$ cat config.mk
export PLATFORM = sky130hd
export DESIGN_NAME = mcv_validator
export DESIGN_NICKNAME = d
export VERILOG_FILES = /design/src/mcv_pkg.sv /design/src/mcv_code_map.sv /design/src/mcv_path_len.sv /design/src/mcv_validator.sv
export SDC_FILE = /design/constraint.sdc
export NUM_CORES = 1
export LEC_CHECK = 0
export BUFFER_PORTS_ARGS = -buffer_cell sky130_fd_sc_hd__buf_2
export CORE_AREA = 8 8 124 115
export CTS_BUF_LIST = sky130_fd_sc_hd__clkbuf_4 sky130_fd_sc_hd__clkbuf_8
export CTS_CLUSTER_SIZE = 14
export DETAILED_ROUTE_END_ITERATION = 10
export DIE_AREA = 0 0 132 123
export GPL_TIMING_DRIVEN = 0
export PLACE_DENSITY = 0.84
export SYNTH_ARGS = -nofsm -noshare
export SYNTH_HDL_FRONTEND = slang
export SYNTH_SLANG_ARGS = --single-unit
$ cat constraint.sdc
create_clock -name clk -period 3.75 [get_ports clk]
set_input_delay 0.9375 -clock clk [delete_from_list [all_inputs] [get_ports clk]]
set_output_delay 0.9375 -clock clk [all_outputs]
set_load 0.005 [all_outputs]
$ cat src/mcv_pkg.sv
package mcv_pkg;

  localparam int unsigned MAX_LEN = 32;
  localparam int unsigned LEN_W = 6;
  localparam int unsigned CLK_HZ = 20_000_000;

  // Byte positions inside a message
  localparam logic [4:0] POS_CODE = 5'h00;
  localparam logic [4:0] POS_TAG_HI = 5'h02;
  localparam logic [4:0] POS_TAG_LO = 5'h03;
  localparam logic [4:0] POS_ALERT_TYPE = 5'h10;
  localparam logic [4:0] POS_RET_PATH = 5'h04;
  localparam logic [5:0] HDR_LEN = 6'h04;
  localparam logic [5:0] MIN_LEN_MASTER_ALERT = 6'h13;
  localparam logic [5:0] MIN_LEN_CFG_QUIESCE = 6'h08;

  // Code map bounds
  localparam logic [7:0] CODE_PRIV_LAST = 8'h11;
  localparam logic [7:0] CODE_PRIV_RSV_LAST = 8'h1f;
  localparam logic [7:0] CODE_APP_FIRST = 8'h20;
  localparam logic [7:0] CODE_APP_LAST = 8'h23;
  localparam logic [7:0] CODE_ULP_FIRST = 8'h80;

  localparam logic [7:0] CODE_QUERY_NODE = 8'h00;
  localparam logic [7:0] CODE_CONFIGURE_PORT = 8'h02;
  localparam logic [7:0] CODE_MASTER_ALERT = 8'h05;
  localparam logic [7:0] CODE_QUIESCE = 8'h06;
  localparam logic [7:0] CODE_QUERY_PROTOCOL = 8'h08;
  localparam logic [7:0] CODE_QUERY_PORT = 8'h0a;

  // Alert codes: type, subtype, type information
  localparam logic [23:0] ALERT_UNKNOWN_MSG = 24'h020100;
  localparam logic [23:0] ALERT_TOO_SHORT = 24'h020200;
  localparam logic [23:0] ALERT_UNSUPPORTED_ULP = 24'h020300;

  // Master-generated alert subtypes, then alert types (type information byte assumed zero)
  localparam logic [7:0] MGA_ALL_NORMAL = 8'h01;
  localparam logic [7:0] MGA_NODE_NORMAL = 8'h02;
  localparam logic [7:0] MGA_RECONFIG = 8'h03;
  localparam logic [7:0] MGA_LINK_NORMAL = 8'h04;
  localparam logic [7:0] ATYPE_LINK_ERROR = 8'h05;
  localparam logic [7:0] ATYPE_MASTER_GEN = 8'h06;

  // Path byte: bit 7 is the continuation flag
  localparam int unsigned PATH_EXT_BIT = 7;
  localparam int unsigned PATH_BYTES = 4;

  typedef enum logic [1:0] {
    MCV_ROLE_NODE,
    MCV_ROLE_CFG_MGR,
    MCV_ROLE_MASTER
  } mcv_role_t;

  typedef enum logic [2:0] {
    MCV_OUT_NONE,
    MCV_OUT_ULP,
    MCV_OUT_ALERT,
    MCV_OUT_OVERLAP,
    MCV_OUT_DISCARD,
    MCV_OUT_PROCESS
  } mcv_outcome_t;

  typedef enum logic [1:0] {
    MCV_SEND_ANY,
    MCV_SEND_CFG,
    MCV_SEND_MASTER
  } mcv_sender_t;

  typedef enum logic [1:0] {
    MCV_RECV_ANY,
    MCV_RECV_CFG,
    MCV_RECV_MASTER,
    MCV_RECV_NONE
  } mcv_recv_t;

  // Minimum defined length per privileged/application code
  function automatic logic [5:0] min_len(input logic [7:0] code);
    min_len = HDR_LEN;
    if (code == CODE_MASTER_ALERT)
    begin
      min_len = MIN_LEN_MASTER_ALERT;
    end
    else if (code == CODE_CONFIGURE_PORT || code == CODE_QUIESCE)
    begin
      min_len = MIN_LEN_CFG_QUIESCE;
    end
  endfunction

endpackage

$ cat src/mcv_code_map.sv
`timescale 1ns/10ps
module mcv_code_map (
  input wire logic [7:0] code,
  input wire logic frame_priv,
  input wire mcv_pkg::mcv_role_t role,
  output logic defined,
  output logic usable
);

  mcv_pkg::mcv_sender_t snd;
  mcv_pkg::mcv_recv_t rcv;
  logic priv_code;
  logic app_code;
  logic recv_ok;

  always_comb
  begin
    priv_code = code <= mcv_pkg::CODE_PRIV_LAST;
    app_code = code >= mcv_pkg::CODE_APP_FIRST && code <= mcv_pkg::CODE_APP_LAST;
    snd = mcv_pkg::MCV_SEND_ANY;
    rcv = mcv_pkg::MCV_RECV_ANY;
    case (code)
      8'h00, 8'h06, 8'h08, 8'h0a, 8'h0c:
      begin
        snd = mcv_pkg::MCV_SEND_CFG;
      end
      8'h01, 8'h03, 8'h09, 8'h0b:
      begin
        rcv = mcv_pkg::MCV_RECV_CFG;
      end
      8'h02, 8'h07, 8'h10, 8'h11:
      begin
        snd = mcv_pkg::MCV_SEND_MASTER;
      end
      8'h04:
      begin
        rcv = mcv_pkg::MCV_RECV_MASTER;
      end
      8'h05, 8'h0f:
      begin
        snd = mcv_pkg::MCV_SEND_MASTER;
        rcv = mcv_pkg::MCV_RECV_CFG;
      end
      8'h0e:
      begin
        snd = mcv_pkg::MCV_SEND_CFG;
        rcv = mcv_pkg::MCV_RECV_MASTER;
      end
      default:
      begin
        rcv = mcv_pkg::MCV_RECV_ANY;
      end
    endcase
    // Sender type is not visible here; only the receiver role is checked
    recv_ok = (rcv == mcv_pkg::MCV_RECV_ANY)
      || (rcv == mcv_pkg::MCV_RECV_CFG && role != mcv_pkg::MCV_ROLE_NODE)
      || (rcv == mcv_pkg::MCV_RECV_MASTER && role == mcv_pkg::MCV_ROLE_MASTER);
    defined = priv_code || app_code;
    usable = defined && (priv_code == frame_priv) && recv_ok;
  end

endmodule

$ cat src/mcv_path_len.sv
`timescale 1ns/10ps
module mcv_path_len (
  input wire logic [31:0] path_raw,
  output logic [31:0] path_clean
);

  logic live;

  // Bytes after the first one with continuation clear read as zero
  always_comb
  begin
    live = 1'b1;
    path_clean = '0;
    for (int i = 0; i < mcv_pkg::PATH_BYTES; i++)
    begin
      if (live)
      begin
        path_clean[31 - 8 * i -: 8] = path_raw[31 - 8 * i -: 8];
        live = path_raw[31 - 8 * i - (7 - mcv_pkg::PATH_EXT_BIT)];
      end
    end
  end

endmodule

$ cat src/mcv_validator.sv
`timescale 1ns/10ps
module mcv_validator (
  input wire logic clk,
  input wire logic reset_n,
  input wire logic byte_valid,
  input wire logic [7:0] byte_data,
  input wire logic msg_last,
  input wire logic frame_priv,
  input wire mcv_pkg::mcv_role_t role,
  input wire logic [7:0] src_id,
  input wire logic ulp_supported,
  input wire logic store_free,
  input wire logic outstanding_clear,
  input wire logic [7:0] outstanding_src,
  input wire logic quiesce_all_done,
  input wire logic reconfig_done,
  input wire logic path_all_normal,
  output logic outcome_valid,
  output mcv_pkg::mcv_outcome_t outcome,
  output logic [23:0] alert_code,
  output logic [7:0] msg_code,
  output logic [15:0] msg_tag,
  output logic [31:0] msg_path,
  output logic [7:0] msg_src,
  output logic invalidate_links,
  output logic halt_outbound,
  output logic send_quiesce,
  output logic master_response,
  output logic requery_nodes,
  output logic reissue_cmds,
  output logic clear_table,
  output logic start_reconfig,
  output logic ulp_all_ready,
  output logic ulp_node_ready
);

  typedef enum logic [2:0] {
    MCV_ST_IDLE,
    MCV_ST_QUIESCE,
    MCV_ST_REQUERY,
    MCV_ST_RECONFIG,
    MCV_ST_PATHWAIT
  } mcv_rec_t;

  logic [7:0] msg_ff [mcv_pkg::MAX_LEN];
  logic [7:0] nxt_msg [mcv_pkg::MAX_LEN];
  logic [5:0] cnt_ff;
  logic [5:0] nxt_cnt;
  logic out_v_ff;
  logic nxt_out_v;
  mcv_pkg::mcv_outcome_t out_ff;
  mcv_pkg::mcv_outcome_t nxt_out;
  logic [23:0] alert_ff;
  logic [23:0] nxt_alert;
  logic [7:0] src_ff;
  logic [7:0] nxt_src;
  logic busy_ff;
  logic nxt_busy;
  logic [7:0] busy_src_ff;
  logic [7:0] nxt_busy_src;
  mcv_rec_t rec_ff;
  mcv_rec_t nxt_rec;
  logic [10:0] act_ff;
  logic [10:0] nxt_act;
  logic defined;
  logic usable;
  logic [7:0] code_c;
  logic [31:0] path_raw;
  logic [5:0] total;
  logic guarded;

  mcv_code_map u_map (
    .code(code_c),
    .frame_priv(frame_priv),
    .role(role),
    .defined(defined),
    .usable(usable)
  );

  mcv_path_len u_path (
    .path_raw(path_raw),
    .path_clean(msg_path)
  );

  assign code_c = msg_ff[mcv_pkg::POS_CODE];
  assign path_raw = {msg_ff[mcv_pkg::POS_RET_PATH], msg_ff[mcv_pkg::POS_RET_PATH + 5'h01],
    msg_ff[mcv_pkg::POS_RET_PATH + 5'h02], msg_ff[mcv_pkg::POS_RET_PATH + 5'h03]};
  assign guarded = code_c == mcv_pkg::CODE_CONFIGURE_PORT || code_c == mcv_pkg::CODE_MASTER_ALERT
    || code_c == mcv_pkg::CODE_QUERY_PORT || code_c == mcv_pkg::CODE_QUERY_PROTOCOL
    || code_c == mcv_pkg::CODE_QUIESCE;

  // Capture: bytes past 32 are dropped, code and tag are fixed positions
  always_comb
  begin
    nxt_msg = msg_ff;
    nxt_cnt = cnt_ff;
    nxt_src = src_ff;
    total = cnt_ff;
    if (byte_valid)
    begin
      if (cnt_ff < 6'(mcv_pkg::MAX_LEN))
      begin
        nxt_msg[cnt_ff[4:0]] = byte_data;
        nxt_cnt = cnt_ff + 6'h01;
        total = cnt_ff + 6'h01;
      end
      if (cnt_ff == '0)
      begin
        nxt_src = src_id;
      end
    end
    if (out_v_ff)
    begin
      nxt_cnt = '0;
      for (int i = 0; i < mcv_pkg::MAX_LEN; i++)
      begin
        nxt_msg[i] = '0;
      end
    end
  end

  // Decision is made one cycle after the last byte, when all bytes are stored
  logic last_ff;
  logic nxt_last;
  logic [5:0] len_ff;
  logic [5:0] nxt_len;

  always_comb
  begin
    nxt_last = byte_valid && msg_last;
    nxt_len = total;
    nxt_out_v = 1'b0;
    nxt_out = mcv_pkg::MCV_OUT_NONE;
    nxt_alert = '0;
    nxt_busy = busy_ff;
    nxt_busy_src = busy_src_ff;
    if (outstanding_clear && busy_ff && outstanding_src == busy_src_ff)
    begin
      nxt_busy = 1'b0;
    end
    if (last_ff)
    begin
      nxt_out_v = 1'b1;
      if (code_c >= mcv_pkg::CODE_ULP_FIRST)
      begin
        if (ulp_supported)
        begin
          nxt_out = mcv_pkg::MCV_OUT_ULP;
        end
        else
        begin
          nxt_out = mcv_pkg::MCV_OUT_ALERT;
          nxt_alert = mcv_pkg::ALERT_UNSUPPORTED_ULP;
        end
      end
      else if (!defined || !usable)
      begin
        nxt_out = mcv_pkg::MCV_OUT_ALERT;
        nxt_alert = mcv_pkg::ALERT_UNKNOWN_MSG;
      end
      else if (len_ff < mcv_pkg::min_len(code_c))
      begin
        nxt_out = mcv_pkg::MCV_OUT_ALERT;
        nxt_alert = mcv_pkg::ALERT_TOO_SHORT;
      end
      else if (guarded && busy_ff && busy_src_ff == src_ff)
      begin
        nxt_out = mcv_pkg::MCV_OUT_OVERLAP;
      end
      else if (code_c == mcv_pkg::CODE_QUERY_NODE && !store_free)
      begin
        nxt_out = mcv_pkg::MCV_OUT_DISCARD;
      end
      else
      begin
        nxt_out = mcv_pkg::MCV_OUT_PROCESS;
        if (guarded)
        begin
          nxt_busy = 1'b1;
          nxt_busy_src = src_ff;
        end
      end
    end
  end

  // Master-alert follow-up as a configuration manager
  logic accept_ma;
  logic [7:0] atype;
  logic [7:0] asub;

  always_comb
  begin
    atype = msg_ff[mcv_pkg::POS_ALERT_TYPE];
    asub = msg_ff[mcv_pkg::POS_ALERT_TYPE + 5'h01];
    accept_ma = out_v_ff && out_ff == mcv_pkg::MCV_OUT_PROCESS && code_c == mcv_pkg::CODE_MASTER_ALERT
      && role != mcv_pkg::MCV_ROLE_NODE;
    nxt_rec = rec_ff;
    nxt_act = '0;
    case (rec_ff)
      MCV_ST_IDLE:
      begin
        if (accept_ma && atype == mcv_pkg::ATYPE_LINK_ERROR)
        begin
          nxt_act[0] = 1'b1;
          nxt_act[1] = 1'b1;
          nxt_act[2] = 1'b1;
          nxt_rec = MCV_ST_QUIESCE;
        end
        else if (accept_ma && atype == mcv_pkg::ATYPE_MASTER_GEN && asub == mcv_pkg::MGA_RECONFIG)
        begin
          nxt_act[6] = 1'b1;
          nxt_act[7] = 1'b1;
          nxt_rec = MCV_ST_RECONFIG;
        end
        else if (accept_ma && atype == mcv_pkg::ATYPE_MASTER_GEN && asub == mcv_pkg::MGA_ALL_NORMAL)
        begin
          nxt_act[8] = 1'b1;
          nxt_act[3] = 1'b1;
        end
        else if (accept_ma && atype == mcv_pkg::ATYPE_MASTER_GEN
          && (asub == mcv_pkg::MGA_LINK_NORMAL || asub == mcv_pkg::MGA_NODE_NORMAL))
        begin
          nxt_rec = MCV_ST_PATHWAIT;
        end
        else if (accept_ma)
        begin
          nxt_act[3] = 1'b1;
        end
      end
      MCV_ST_QUIESCE:
      begin
        if (quiesce_all_done)
        begin
          nxt_act[3] = 1'b1;
          nxt_act[4] = 1'b1;
          nxt_act[5] = 1'b1;
          nxt_rec = MCV_ST_IDLE;
        end
      end
      MCV_ST_RECONFIG:
      begin
        if (reconfig_done)
        begin
          nxt_act[3] = 1'b1;
          nxt_rec = MCV_ST_IDLE;
        end
      end
      MCV_ST_PATHWAIT:
      begin
        if (path_all_normal)
        begin
          nxt_act[9] = 1'b1;
          nxt_act[3] = 1'b1;
          nxt_rec = MCV_ST_IDLE;
        end
      end
      default:
      begin
        nxt_rec = MCV_ST_IDLE;
      end
    endcase
  end

  always_ff @(posedge clk or negedge reset_n)
  begin
    if (!reset_n)
    begin
      for (int i = 0; i < mcv_pkg::MAX_LEN; i++)
      begin
        msg_ff[i] <= '0;
      end
      cnt_ff <= '0;
      src_ff <= '0;
      last_ff <= 1'b0;
      len_ff <= '0;
      out_v_ff <= 1'b0;
      out_ff <= mcv_pkg::MCV_OUT_NONE;
      alert_ff <= '0;
      busy_ff <= 1'b0;
      busy_src_ff <= '0;
      rec_ff <= MCV_ST_IDLE;
      act_ff <= '0;
    end
    else
    begin
      msg_ff <= nxt_msg;
      cnt_ff <= nxt_cnt;
      src_ff <= nxt_src;
      last_ff <= nxt_last;
      len_ff <= nxt_len;
      out_v_ff <= nxt_out_v;
      out_ff <= nxt_out;
      alert_ff <= nxt_alert;
      busy_ff <= nxt_busy;
      busy_src_ff <= nxt_busy_src;
      rec_ff <= nxt_rec;
      act_ff <= nxt_act;
    end
  end

  assign outcome_valid = out_v_ff;
  assign outcome = out_ff;
  assign alert_code = alert_ff;
  assign msg_code = code_c;
  assign msg_tag = {msg_ff[mcv_pkg::POS_TAG_HI], msg_ff[mcv_pkg::POS_TAG_LO]};
  assign msg_src = src_ff;
  assign invalidate_links = act_ff[0];
  assign halt_outbound = act_ff[1];
  assign send_quiesce = act_ff[2];
  assign master_response = act_ff[3];
  assign requery_nodes = act_ff[4];
  assign reissue_cmds = act_ff[5];
  assign clear_table = act_ff[6];
  assign start_reconfig = act_ff[7];
  assign ulp_all_ready = act_ff[8];
  assign ulp_node_ready = act_ff[9];

endmodule

==> Word-level counts from Yosys, hierarchy flattened <==
Index checks and enable logic that the tools add are counted.
{ "totals": {"in_bits": 37, "regBits": 327, "out_inout_bits": 102} }
{ "classes": {"mux": 67, "reduce_logical": 46, "add_sub_neg": 1, "order_cmp": 8, "eq_ne": 33, "bitwise": 6} }
{ "op_table": {"columns": ["op", "count"], "rows": [
  ["$mux 256", 3],
  ["$bwmux 256", 1],
  ["$mux 18", 3],
  ["$mux 3", 17],
  ["$eq 8x3->1 const B", 6],
  ["$eq 8x4->1 const B", 6],
  ["$mux 24", 2],
  ["$demux 8 s5", 1],
  ["$mux 6", 6],
  ["$eq 8x2->1 const B", 4],
  ["$mux 8", 4],
  ["$mux 1", 22],
  ["$logic_and 1x1->1", 20],
  ["$eq 8x1->1 const B", 2],
  ["$eq 8x8->1", 2],
  ["$pmux 3 s4", 1],
  ["$logic_or 1x1->1", 10],
  ["$ge 8x6->1 const B", 1],
  ["$ge 8x8->1 const B", 1],
  ["$le 8x5->1 const B", 1],
  ["$le 8x6->1 const B", 1],
  ["$logic_not 8->1", 1],
  ["$ne 4x4->1 const B", 2],
  ["$reduce_and 7->1", 1],
  ["other kinds (28)", 43]
]} }

==> Longest topological paths before layout <==
Gate-level depths: netlist of run 1.
{ "depth": {"word_depth": 18, "ltp_mapped": 13, "depth_no_buf": 11} }

==> By module <==
A second synthesis of run 1 with hierarchy kept.
{ "unflattened": {"hier_cells": 592, "hier_area_um2": 5972.0} }
{ "modules_own_cells": {"columns": ["module", "seq_area_each_um2", "area_per_inst_um2", "cells_per_inst", "instances"], "rows": [
  ["mcv_validator", 2952.8, 5612.9, 544, 1],
  ["mcv_path_len", 0.0, 250.2, 35, 1],
  ["mcv_code_map", 0.0, 108.9, 13, 1]
]} }

==> Worst setup path before layout of run 1 <==
OpenSTA, ideal clock, no wires.
{ "synth_timing": {"kind": "reg2reg", "from": "register msg_ff (netlist bit msg_code[3])", "to": "register busy_src_ff[0]", "path_slack_ns": 0.748, "path_stages_with_launch": 13, "arrival_time_ns": 2.877, "setup_ns": 0.125, "period_less_slack_ns": 3.002, "path_cell_list": "dfrtp_1 > buf_6 > nor4bb_2 > and2_1 > inv_1 > ha_1 > nand4b_1 > nor2_1 > a2111oi_2 > o21bai_2 > or4_1 > buf_6 > mux2_4"} }
{ "synth_via": {"elab_chain_len": 12, "elab_cells_between_ends": 55, "classes_between": "5 x order compare; 15 x eq/ne; 6 x mux; 5 x bitwise; 24 x reduce/logical"} }
{ "synth_rtl": {"columns": ["item", "line", "text"], "rows": [
  ["start, declared", "mcv_validator.sv:45", "logic [7:0] msg_ff [mcv_pkg::MAX_LEN];"],
  ["start signal, assigned", "mcv_validator.sv:286", "msg_ff <= nxt_msg;"],
  ["parallel branches: the longest is 11 deep, another holds $lt 6x6->1", null, null],
  ["$reduce_and 7->1 (no line) *", null, null],
  ["end signal, assigned", "mcv_validator.sv:295", "busy_src_ff <= nxt_busy_src;"],
  ["end, declared", "mcv_validator.sv:59", "logic [7:0] busy_src_ff;"]
]} }
Mark *: on every way between the ends. The select of a mux whose other input is x is not followed.
A chain may end at the register's enable or synchronous reset.

==> Worst setup path in the final report of run 1 <==
{ "layout_timing": {"from": "register msg_ff (netlist bit msg_code[0])", "to": "register busy_src_ff[0]"} }
The elaborated chain is that of the path after synthesis.

==> results of run 1 <==
[worst max-delay path by stage]
| stage | start | endpoint | slack, ns | cells past startpoint |
|---|---|---|---|---|
| after floorplan | msg_code[3] | busy_src_ff[0] | 0.75 | 12 |
| after global placement | reset_n | msg_tag[4] | 0.32 | 1 |
| after detailed placement | msg_code[3] | busy_src_ff[1] | 0.48 | 12 |
| after CTS | msg_code[3] | busy_src_ff[4] | 0.46 | 12 |
| after global routing | msg_code[4] | busy_src_ff[0] | 0.24 | 11 |
| final | msg_code[0] | busy_src_ff[0] | 0.46 | 11 |
[flip-flops by register name, indices dropped and copies added, names as in the netlist]
register,cells
msg_ff,32
msg_tag,16
asub,8
atype,8
busy_src_ff,8
msg_code,8
msg_src,8
act_ff,6
cnt_ff,6
len_ff,6
alert_code,3
outcome,3
rec_ff,3
busy_ff,1
last_ff,1
outcome_valid,1
[final cells by class]
cell class,count,area share (%)
clock buffers,17,3.27
multi-input cells,419,34.6
well taps,164,2.87
clock inverters,15,1.52
inverters,5,0.262
flip-flops and latches,118,41.3
plain buffers,92,8.07
repair buffers,110,8.10
[per-layer routing]
layer  GRT usage (%)  wire, um  up-vias
met5               0         0        -
met4            6.38       199        0
met3            6.21      1080       17
met2            28.7      6780      177
met1            23.4      6240     2239
li1                -         -     2267
[critical path, stage by stage (launching register included)]
cell and delay, ns:
dfrtp_1 0.48, nor4bb_2 0.42, and2_1 0.25, inv_1 0.12
ha_1 0.30, nand4b_1 0.11, nor2_1 0.15, a2111oi_2 0.11
o21bai_2 0.23, or4_1 0.54, buf_6 0.18, mux2_4 0.30
[power groups by stage]
stage	registers [mW]	clock network, mW	logic (mW)
finish	1.62	0.996	0.926
global route	1.64	1.08	1.04
CTS	1.61	1.01	0.934
detailed placement	1.64	0	0.930
global placement	1.63	0	0.900
floorplan	1.60	0	0.629
[cell usage after synthesis, drive strengths merged (2+ instances only)]
library cell	n
o21bai	2
xnor2	9
dfrtp	118
nand2b	4
nand3	37
nor2b	16
nor2	52
and3	13
mux2	8
clkbuf	31
inv	5
nand4	4
mux2i	32
nand4b	3
or4	2
nor3b	2
ha	8
o21ai	3
nor3	2
a31oi	3
nor4	8
buf	61
and2	21
a21oi	46
xor2	12
nand2	97
[logic make-up (layout without fill, tap and decap cells)]
kind of cell / after synthesis / count (layout)
and+or+nand+nor: 268 / 268
xor gates and xnor gates: 21 / 21
buffers and inverters: 97 / 239
other: 1 / 21
DFF: 118 / 118
AOI/OAI and AO/OA: 61 / 61
muxes: 40 / 40
adders and majority gates: 8 / 8
==> summary.md, run 1 <==
| Metric | Value |
|---|---|
| Tmin final | `3.29 ns` |
| RePlAce Congestion | `0.841` |
| Synth Instances | `614` |
| Commonest non-fill, non-tap cell in the layout | `dfrtp_1` |
| Wire per inst | `between 15 and 20 um` |
| Post CTS Setup Buffer Count | `0` |
| Critical Setup Path Class | `reg2reg` |
| Main combinational cell family by area after synthesis | `simple AND/OR/NAND/NOR gates` |
| Vias per cell | `5.00` |
| Post-Synth XOR/XNOR Area | `roughly 3.1%` |
| Area share of fa/ha/maj cells after synthesis | `1.68%` |
| Inserted Clock Buffers | `17` |
| Length in cells of the worst reg-to-reg path | `11` |
| Synth Area in Simple Gates | `22.1%` |
| Gr ovfl total | `0` |
| Initial antenna violation count | `0` |
| Register area | `approximately 3000 um^2` |
| Via count | `4700` |
| Peak supply drop | `292 uV` |
| Vias in the first global route | `approximately 4800` |
| Clock Path Buffers | `2` |
| Final nets | `just over 800` |
| Pre-CTS WS | `0.475 ns` |
| CP endpoint kind | `flop` |
| Flops & latches, synth | `roughly 120` |
| Post-synthesis compound-gate area fraction | `5.99%` |
| GRT Util Overall | `18.3%` |
| Filler cells | `1042` |
| First-pass GRT wire length | `24000 um` |
| Seq/Total Area, Yosys | `49.6%` |
| Main flop type after synthesis | `dfrtp_1` |
| Worst Hold Class | `in2async` |
| RSZ-0062 raised after global routing | `false` |
| Setup ws final | `0.459 ns` |
| Worst skew pair latency | `0.44 ns` |
| Post_cts resized | `0` |
| Fin. max-slew vios | `0` |
| Required time worst endpoint | `4.06 ns` |
| Total iterations of the first detailed-routing run | `5` |
| Area after DPL | `6810 um^2` |
| Ant. Diodes | `0` |
| Yosys top cell area share | `49.6%` |
| Root buffer cell | `clkbuf_8` |
| Reported net switching power | `between 1 and 1.5 mW` |
| Placeable Area | `12200 um^2` |
| Tcrit/Tclk final | `between 80% and 90%` |
| Sw frac | `between 30% and 40%` |
| Die X | `around 130 um` |
| Worst-path fanout max | `9` |
| DIE AREA | `between 15000 and 20000 um^2` |
| Multi-input logic area | `2480 um^2` |
| Overall Power | `3.54 mW` |
| DRT Wirelength | `~14000 um` |
| Pin count of the biggest net entering global routing | `71` |
| Final setup fails | `0` |
| # hold bufs at CTS | `0` |
| Hold Fails Final Rpt | `0` |
| Worst clock skew | `0.00867 ns` |
| Iter 0 DRT Violations | `375` |
| CP Launch Type | `flop` |
| Top cells by area, synth | `dfrtp_1 (50%), buf_4 (7.2%), nand2_1 (6.1%)` |
| Comb power frac | `26.2%` |
| Area leader, netlist | `dfrtp_1` |
| Worst hold slack | `between 0.4 and 0.5 ns` |
| Max cap viols | `0` |
| Final setup TNS | `0 ns` |
| Cell Area, Synth | `5950 um^2` |
| Final core occ | `58.4%` |
| Worst-Margin Slew | `1.16 ns` |
| Clock power share | `28.1%` |
| Power per cell area | `495 nW/um^2` |
| Row Count | `39` |
| Dpl hpwl | `10400 um` |
| RR Endpoint | `busy_src_ff[0]` |
| Seq pwr share | `45.7%` |
| Clock sinks | `around 120` |
| Setup slack, reg-to-reg | `around 0.46 ns` |
| # placed instances | `908` |
| P_int | `2.34 mW` |
| Area delta synth->final | `20.2%` |
| Post-synth EDFFs | `0` |
| Worst EP arrival | `around 3.6 ns` |
| # IOs | `between 100 and 150` |
| H-tree Lvls | `4` |
| CTS tree | `built` |
| Synth unique cells | `between 40 and 50` |
| YS warnings | `0` |
| Mux cell area share after synthesis | `roughly 7.4%` |
| Fmax | `0.304 GHz` |
| Layout cells sized above 1 | `about 29%` |
| Port Buf Inserts | `109` |
| P_leak | `approximately 3.9 nW` |
| Final non-filler cell total | `940` |
| Slew Limit Headroom | `22.1%` |
| Outcome | `complete, no violations` |
| DRC viols | `0` |
| Starting density of the core | `48.6%` |
| Design area | `7150 um^2` |
| Avg Cell Area, Syn | `9.69 um^2` |
| Post-route ant nets | `0` |
| Commonest non-fill, non-tap cells in the layout | `dfrtp_1 (118), buf_2 (110), nand2_1 (97), buf_4 (57), nor2_1 (52)` |
| Reg2Reg Launch Point | `msg_code[0]` |
| Worst-path clk slew | `0.07 ns` |
| Die H | `approximately 120 um` |
| Ys async rst share | `100%` |
Note: power is estimated with default switching activity, not from simulation.
==> inputs of run 2 (changes only) <==
- ABC_AREA: not set -> 1
- CORE_AREA: 8 8 124 115 -> 8 8 123 113
- DIE_AREA: 0 0 132 123 -> 0 0 131 121
==> run 2 against run 1 <==
Effect of this change:
- non-clock buffer count shrank 14
- global-route usage about the same
- sequential cell count unchanged
- routed wire length shrank 0.88%
- die area decreased by 2.4%
- total power rose by 1.2%
- critical path depth is 5 lower
- clock skew rose by 0.0092 ns
- cell count increased by 5.1%
- register-to-register slack better by 0.93 ns
- combinational power fell by 4.6%
- count of clock-buffer cells in the layout unchanged
- critical endpoint is now msg_path[2]
==> summary.md, run 2 <==
| Metric | Value |
|---|---|
| Yosys top cell area share | `51.2% (+1.6 points)` |
| Worst hold slack | `0.389 ns (-0.0376 ns)` |
| Met3 Wirelength | `972 um (-10%)` |
| Critical Setup Path Class | `reg2out` |
| Filler cells | `1043 (+0.096%)` |
| Iter 0 DRT Violations | `346 (-7.7%)` |
| CTS tree | `built` |
| Final setup fails | `0 (unchanged)` |
| Worst-path fanout max | `9 (unchanged)` |
| Post CTS Setup Buffer Count | `0 (unchanged)` |
| Seq/Total Area, Yosys | `51.2% (+1.6 points)` |
| Die X | `131 um (-0.76%)` |
| Worst-Margin Slew | `0.537 ns (-0.622 ns)` |
| Reg2Reg Launch Point | `msg_code[7]` |
| Layout cells sized above 1 | `29.0% (+0.38 points)` |
| Critical-path cell list | `clkbuf_1, nand2_1, nor2_1, inv_1, nor2_1, buf_2` |
| CP endpoint kind | `primary output` |
| Power per cell area | `509 nW/um^2 (+2.8%)` |
| First-pass GRT wire length | `23200 um (-3.5%)` |
| CP Launch Point | `msg_ff[223]` |
| Root buffer cell | `clkbuf_8` |
| P_leak | `3.86 nW (about the same)` |
| Wire per inst | `14.4 um (-5.7%)` |
| Clock Path Buffers | `2 (unchanged)` |
| Starting density of the core | `48.7% (+0.13 points)` |
| Vias in the first global route | `4844 (+0.94%)` |
| Most common cell in the netlist | `dfrtp_1` |
| Area delta synth->final | `22.0%` |
| Final setup TNS | `0 ns (unchanged)` |
| Main flop type after synthesis | `dfrtp_1` |
| Vias per cell | `4.93 (-1.3%)` |
| Commonest non-fill, non-tap cells in the layout | `dfrtp_1 (118), buf_2 (116), nand2_1 (101), inv_1 (81), nand3_1 (66)` |
| Initial antenna violation count | `0 (unchanged)` |
| Multi-input logic area | `2070 um^2 (-17%)` |
| Tmin final | `2.99 ns (-0.300 ns)` |
| Via count | `4874 (+3.7%)` |
| # IOs | `139 (unchanged)` |
| Die H | `121 um (-1.6%)` |
| H-tree Lvls | `4 (unchanged)` |
| Fin. max-slew vios | `0 (unchanged)` |
| Design area | `7040 um^2 (-1.6%)` |
| RSZ-0062 raised after global routing | `false` |
| Worst Hold Class | `in2async` |
| Commonest non-fill, non-tap cell in the layout | `dfrtp_1` |
| Clock sinks | `118 (unchanged)` |
| Max incr delay on CP | `0.36 ns (-0.18 ns)` |
| Pin count of the biggest net entering global routing | `87 (+23%)` |
| Met1 wire length | `6080 um (-2.5%)` |
| Placeable Area | `11800 um^2 (-3.3%)` |
| RePlAce Congestion | `0.835 (-0.69%)` |
| Gr ovfl total | `0 (unchanged)` |
| Port Buf Inserts | `117 (+7.3%)` |
| Cell Area, Synth | `5770 um^2 (-3.1%)` |
| Final nets | `860 (+6.4%)` |
| CP dominant cell by count | `nor2_1` |
| Ant. Diodes | `0 (unchanged)` |
| Worst clock skew | `0.0179 ns (+0.00922 ns)` |
| Post-synth EDFFs | `0 (unchanged)` |
| Reg with most FFs | `msg_ff` |
| Fmax | `0.334 GHz (+10%)` |
| Outcome | `complete, no violations` |
| Worst skew pair latency | `0.43 ns (about the same)` |
| Dpl hpwl | `10300 um (-0.45%)` |
| Inserted Clock Buffers | `17 (unchanged)` |
| Flops & latches, synth | `118 (unchanged)` |
| Slew Limit Headroom | `64.2% (+42 points)` |
| DRC viols | `0 (unchanged)` |
| Worst EP arrival | `2.05 ns (-1.55 ns)` |
| Max cap viols | `0 (unchanged)` |
| Ys async rst share | `100% (unchanged)` |
| Synth cell count leaders | `dfrtp_1 (118), nand2_1 (101), inv_1 (81), nand3_1 (66), nor2_1 (59)` |
| Top cells by area, synth | `dfrtp_1 (51%), buf_4 (7.4%), nand2_1 (6.6%)` |
| Overall Power | `3.58 mW (+1.2%)` |
| Area leader, netlist | `dfrtp_1` |
| # hold bufs at CTS | `0 (unchanged)` |
| Buf+Inv Stages, Crit Path | `3 (+1)` |
| Post-route ant nets | `0 (unchanged)` |
| Required time worst endpoint | `2.81 ns (-1.25 ns)` |
| Tcrit/Tclk final | `79.8% (-8.0 points)` |
| Metal2 WL | `6840 um (+0.80%)` |
| Row Count | `38 (-2.6%)` |
| Register area | `2950 um^2 (unchanged)` |
| GRT Util Overall | `18.3% (+0.035 points)` |
| Worst-path clk slew | `0.09 ns (+0.02 ns)` |
| Avg Cell Area, Syn | `8.76 um^2 (-9.6%)` |
| Peak supply drop | `236 uV (-19%)` |
| YS warnings | `0 (unchanged)` |
| Area after DPL | `6660 um^2 (-2.2%)` |
| Top sig layer | `met4` |
| Synth Instances | `658 (+7.2%)` |
| Synth unique cells | `36 (-23%)` |
| Max reg flops | `32 (unchanged)` |
| Hold Fails Final Rpt | `0 (unchanged)` |
| DIE AREA | `15900 um^2 (-2.4%)` |
| Cell family with the largest share of critical-path delay | `simple AND/OR/NAND/NOR gates` |
| CP Launch Type | `flop` |
| Critical path's slowest cell | `dfrtp_1` |
| DRT Wirelength | `14200 um (-0.88%)` |
| Total iterations of the first detailed-routing run | `8 (+3)` |
| Post_cts resized | `0 (unchanged)` |
## run 2: changes by cell type after synthesis, moves of 21 or more
cell / delta
a21oi_1: -33
inv_1: +76
and2_1: -21
o22ai_1: +36
mux2i_1: -32
clkbuf_1: -21
nand3_1: +29
o21ai_0: +35
## run 2: metal layers
metal | global-route usage [%] | up-vias
li1 | - | 2388
met2 | 29.6 | 157
met4 | 6.95 | 0
met1 | 23.2 | 2302
met3 | 4.53 | 27
met5 | 0 | -
## run 2: kinds of logic (layout without fill, tap and decap cells)
kind of cell | Yosys count | count (layout) | share of synthesized area (%)
AND/OR/NAND/NOR | 266 | 266 | 21.6
buffers and inverters | 161 | 311 | 14.2
flip-flops | 118 | 118 | 51.2
AO/OA/AOI/OAI | 94 | 94 | 9.55
adder cells (fa/ha/maj) | 8 | 8 | 1.74
XOR/XNOR | 8 | 8 | 1.22
multiplexers | 2 | 2 | 0.391
other | 1 | 21 | 0.0650
## run 2: final timing paths
kind	to	slack, ns	depth (start not counted)
setup reg to reg	busy_src_ff[3]	1.39	13
hold / removal	msg_src[1]	0.39	1
max in group asynchronous	msg_ff[215]	2.64	2
hold reg to reg	outcome_valid	0.45	0
min in group clk	outcome_valid	0.45	0
setup / recovery	msg_path[2]	0.76	6
## run 2: layout make-up
cell class / count / area share, %
flip-flops and latches: 118 / 42.0
inverters: 91 / 4.89
clock inverters: 15 / 2.01
multi-input cells: 399 / 29.4
repair buffers: 118 / 8.80
well taps: 160 / 2.85
plain buffers: 70 / 6.78
clock buffers: 17 / 3.33
## run 2: per-stage QoR
stage                     util, %  std cells  worst slack, ns
after CTS                    59.4        988            0.744
after detailed placement     56.3        956             1.21
after global placement       56.0        955            0.293
final                        59.4        988            0.759
after global routing         59.4        988            0.578
after floorplan                 -        678             1.62
## run 2: where the power goes
part           switching [mW]  total (mW)  leakage, nW  internal, mW
Clock                   0.562        1.10        0.178         0.535
Combinational           0.502       0.883         2.09         0.380
Sequential              0.155        1.60         1.59          1.45
Total                    1.22        3.58         3.86          2.36
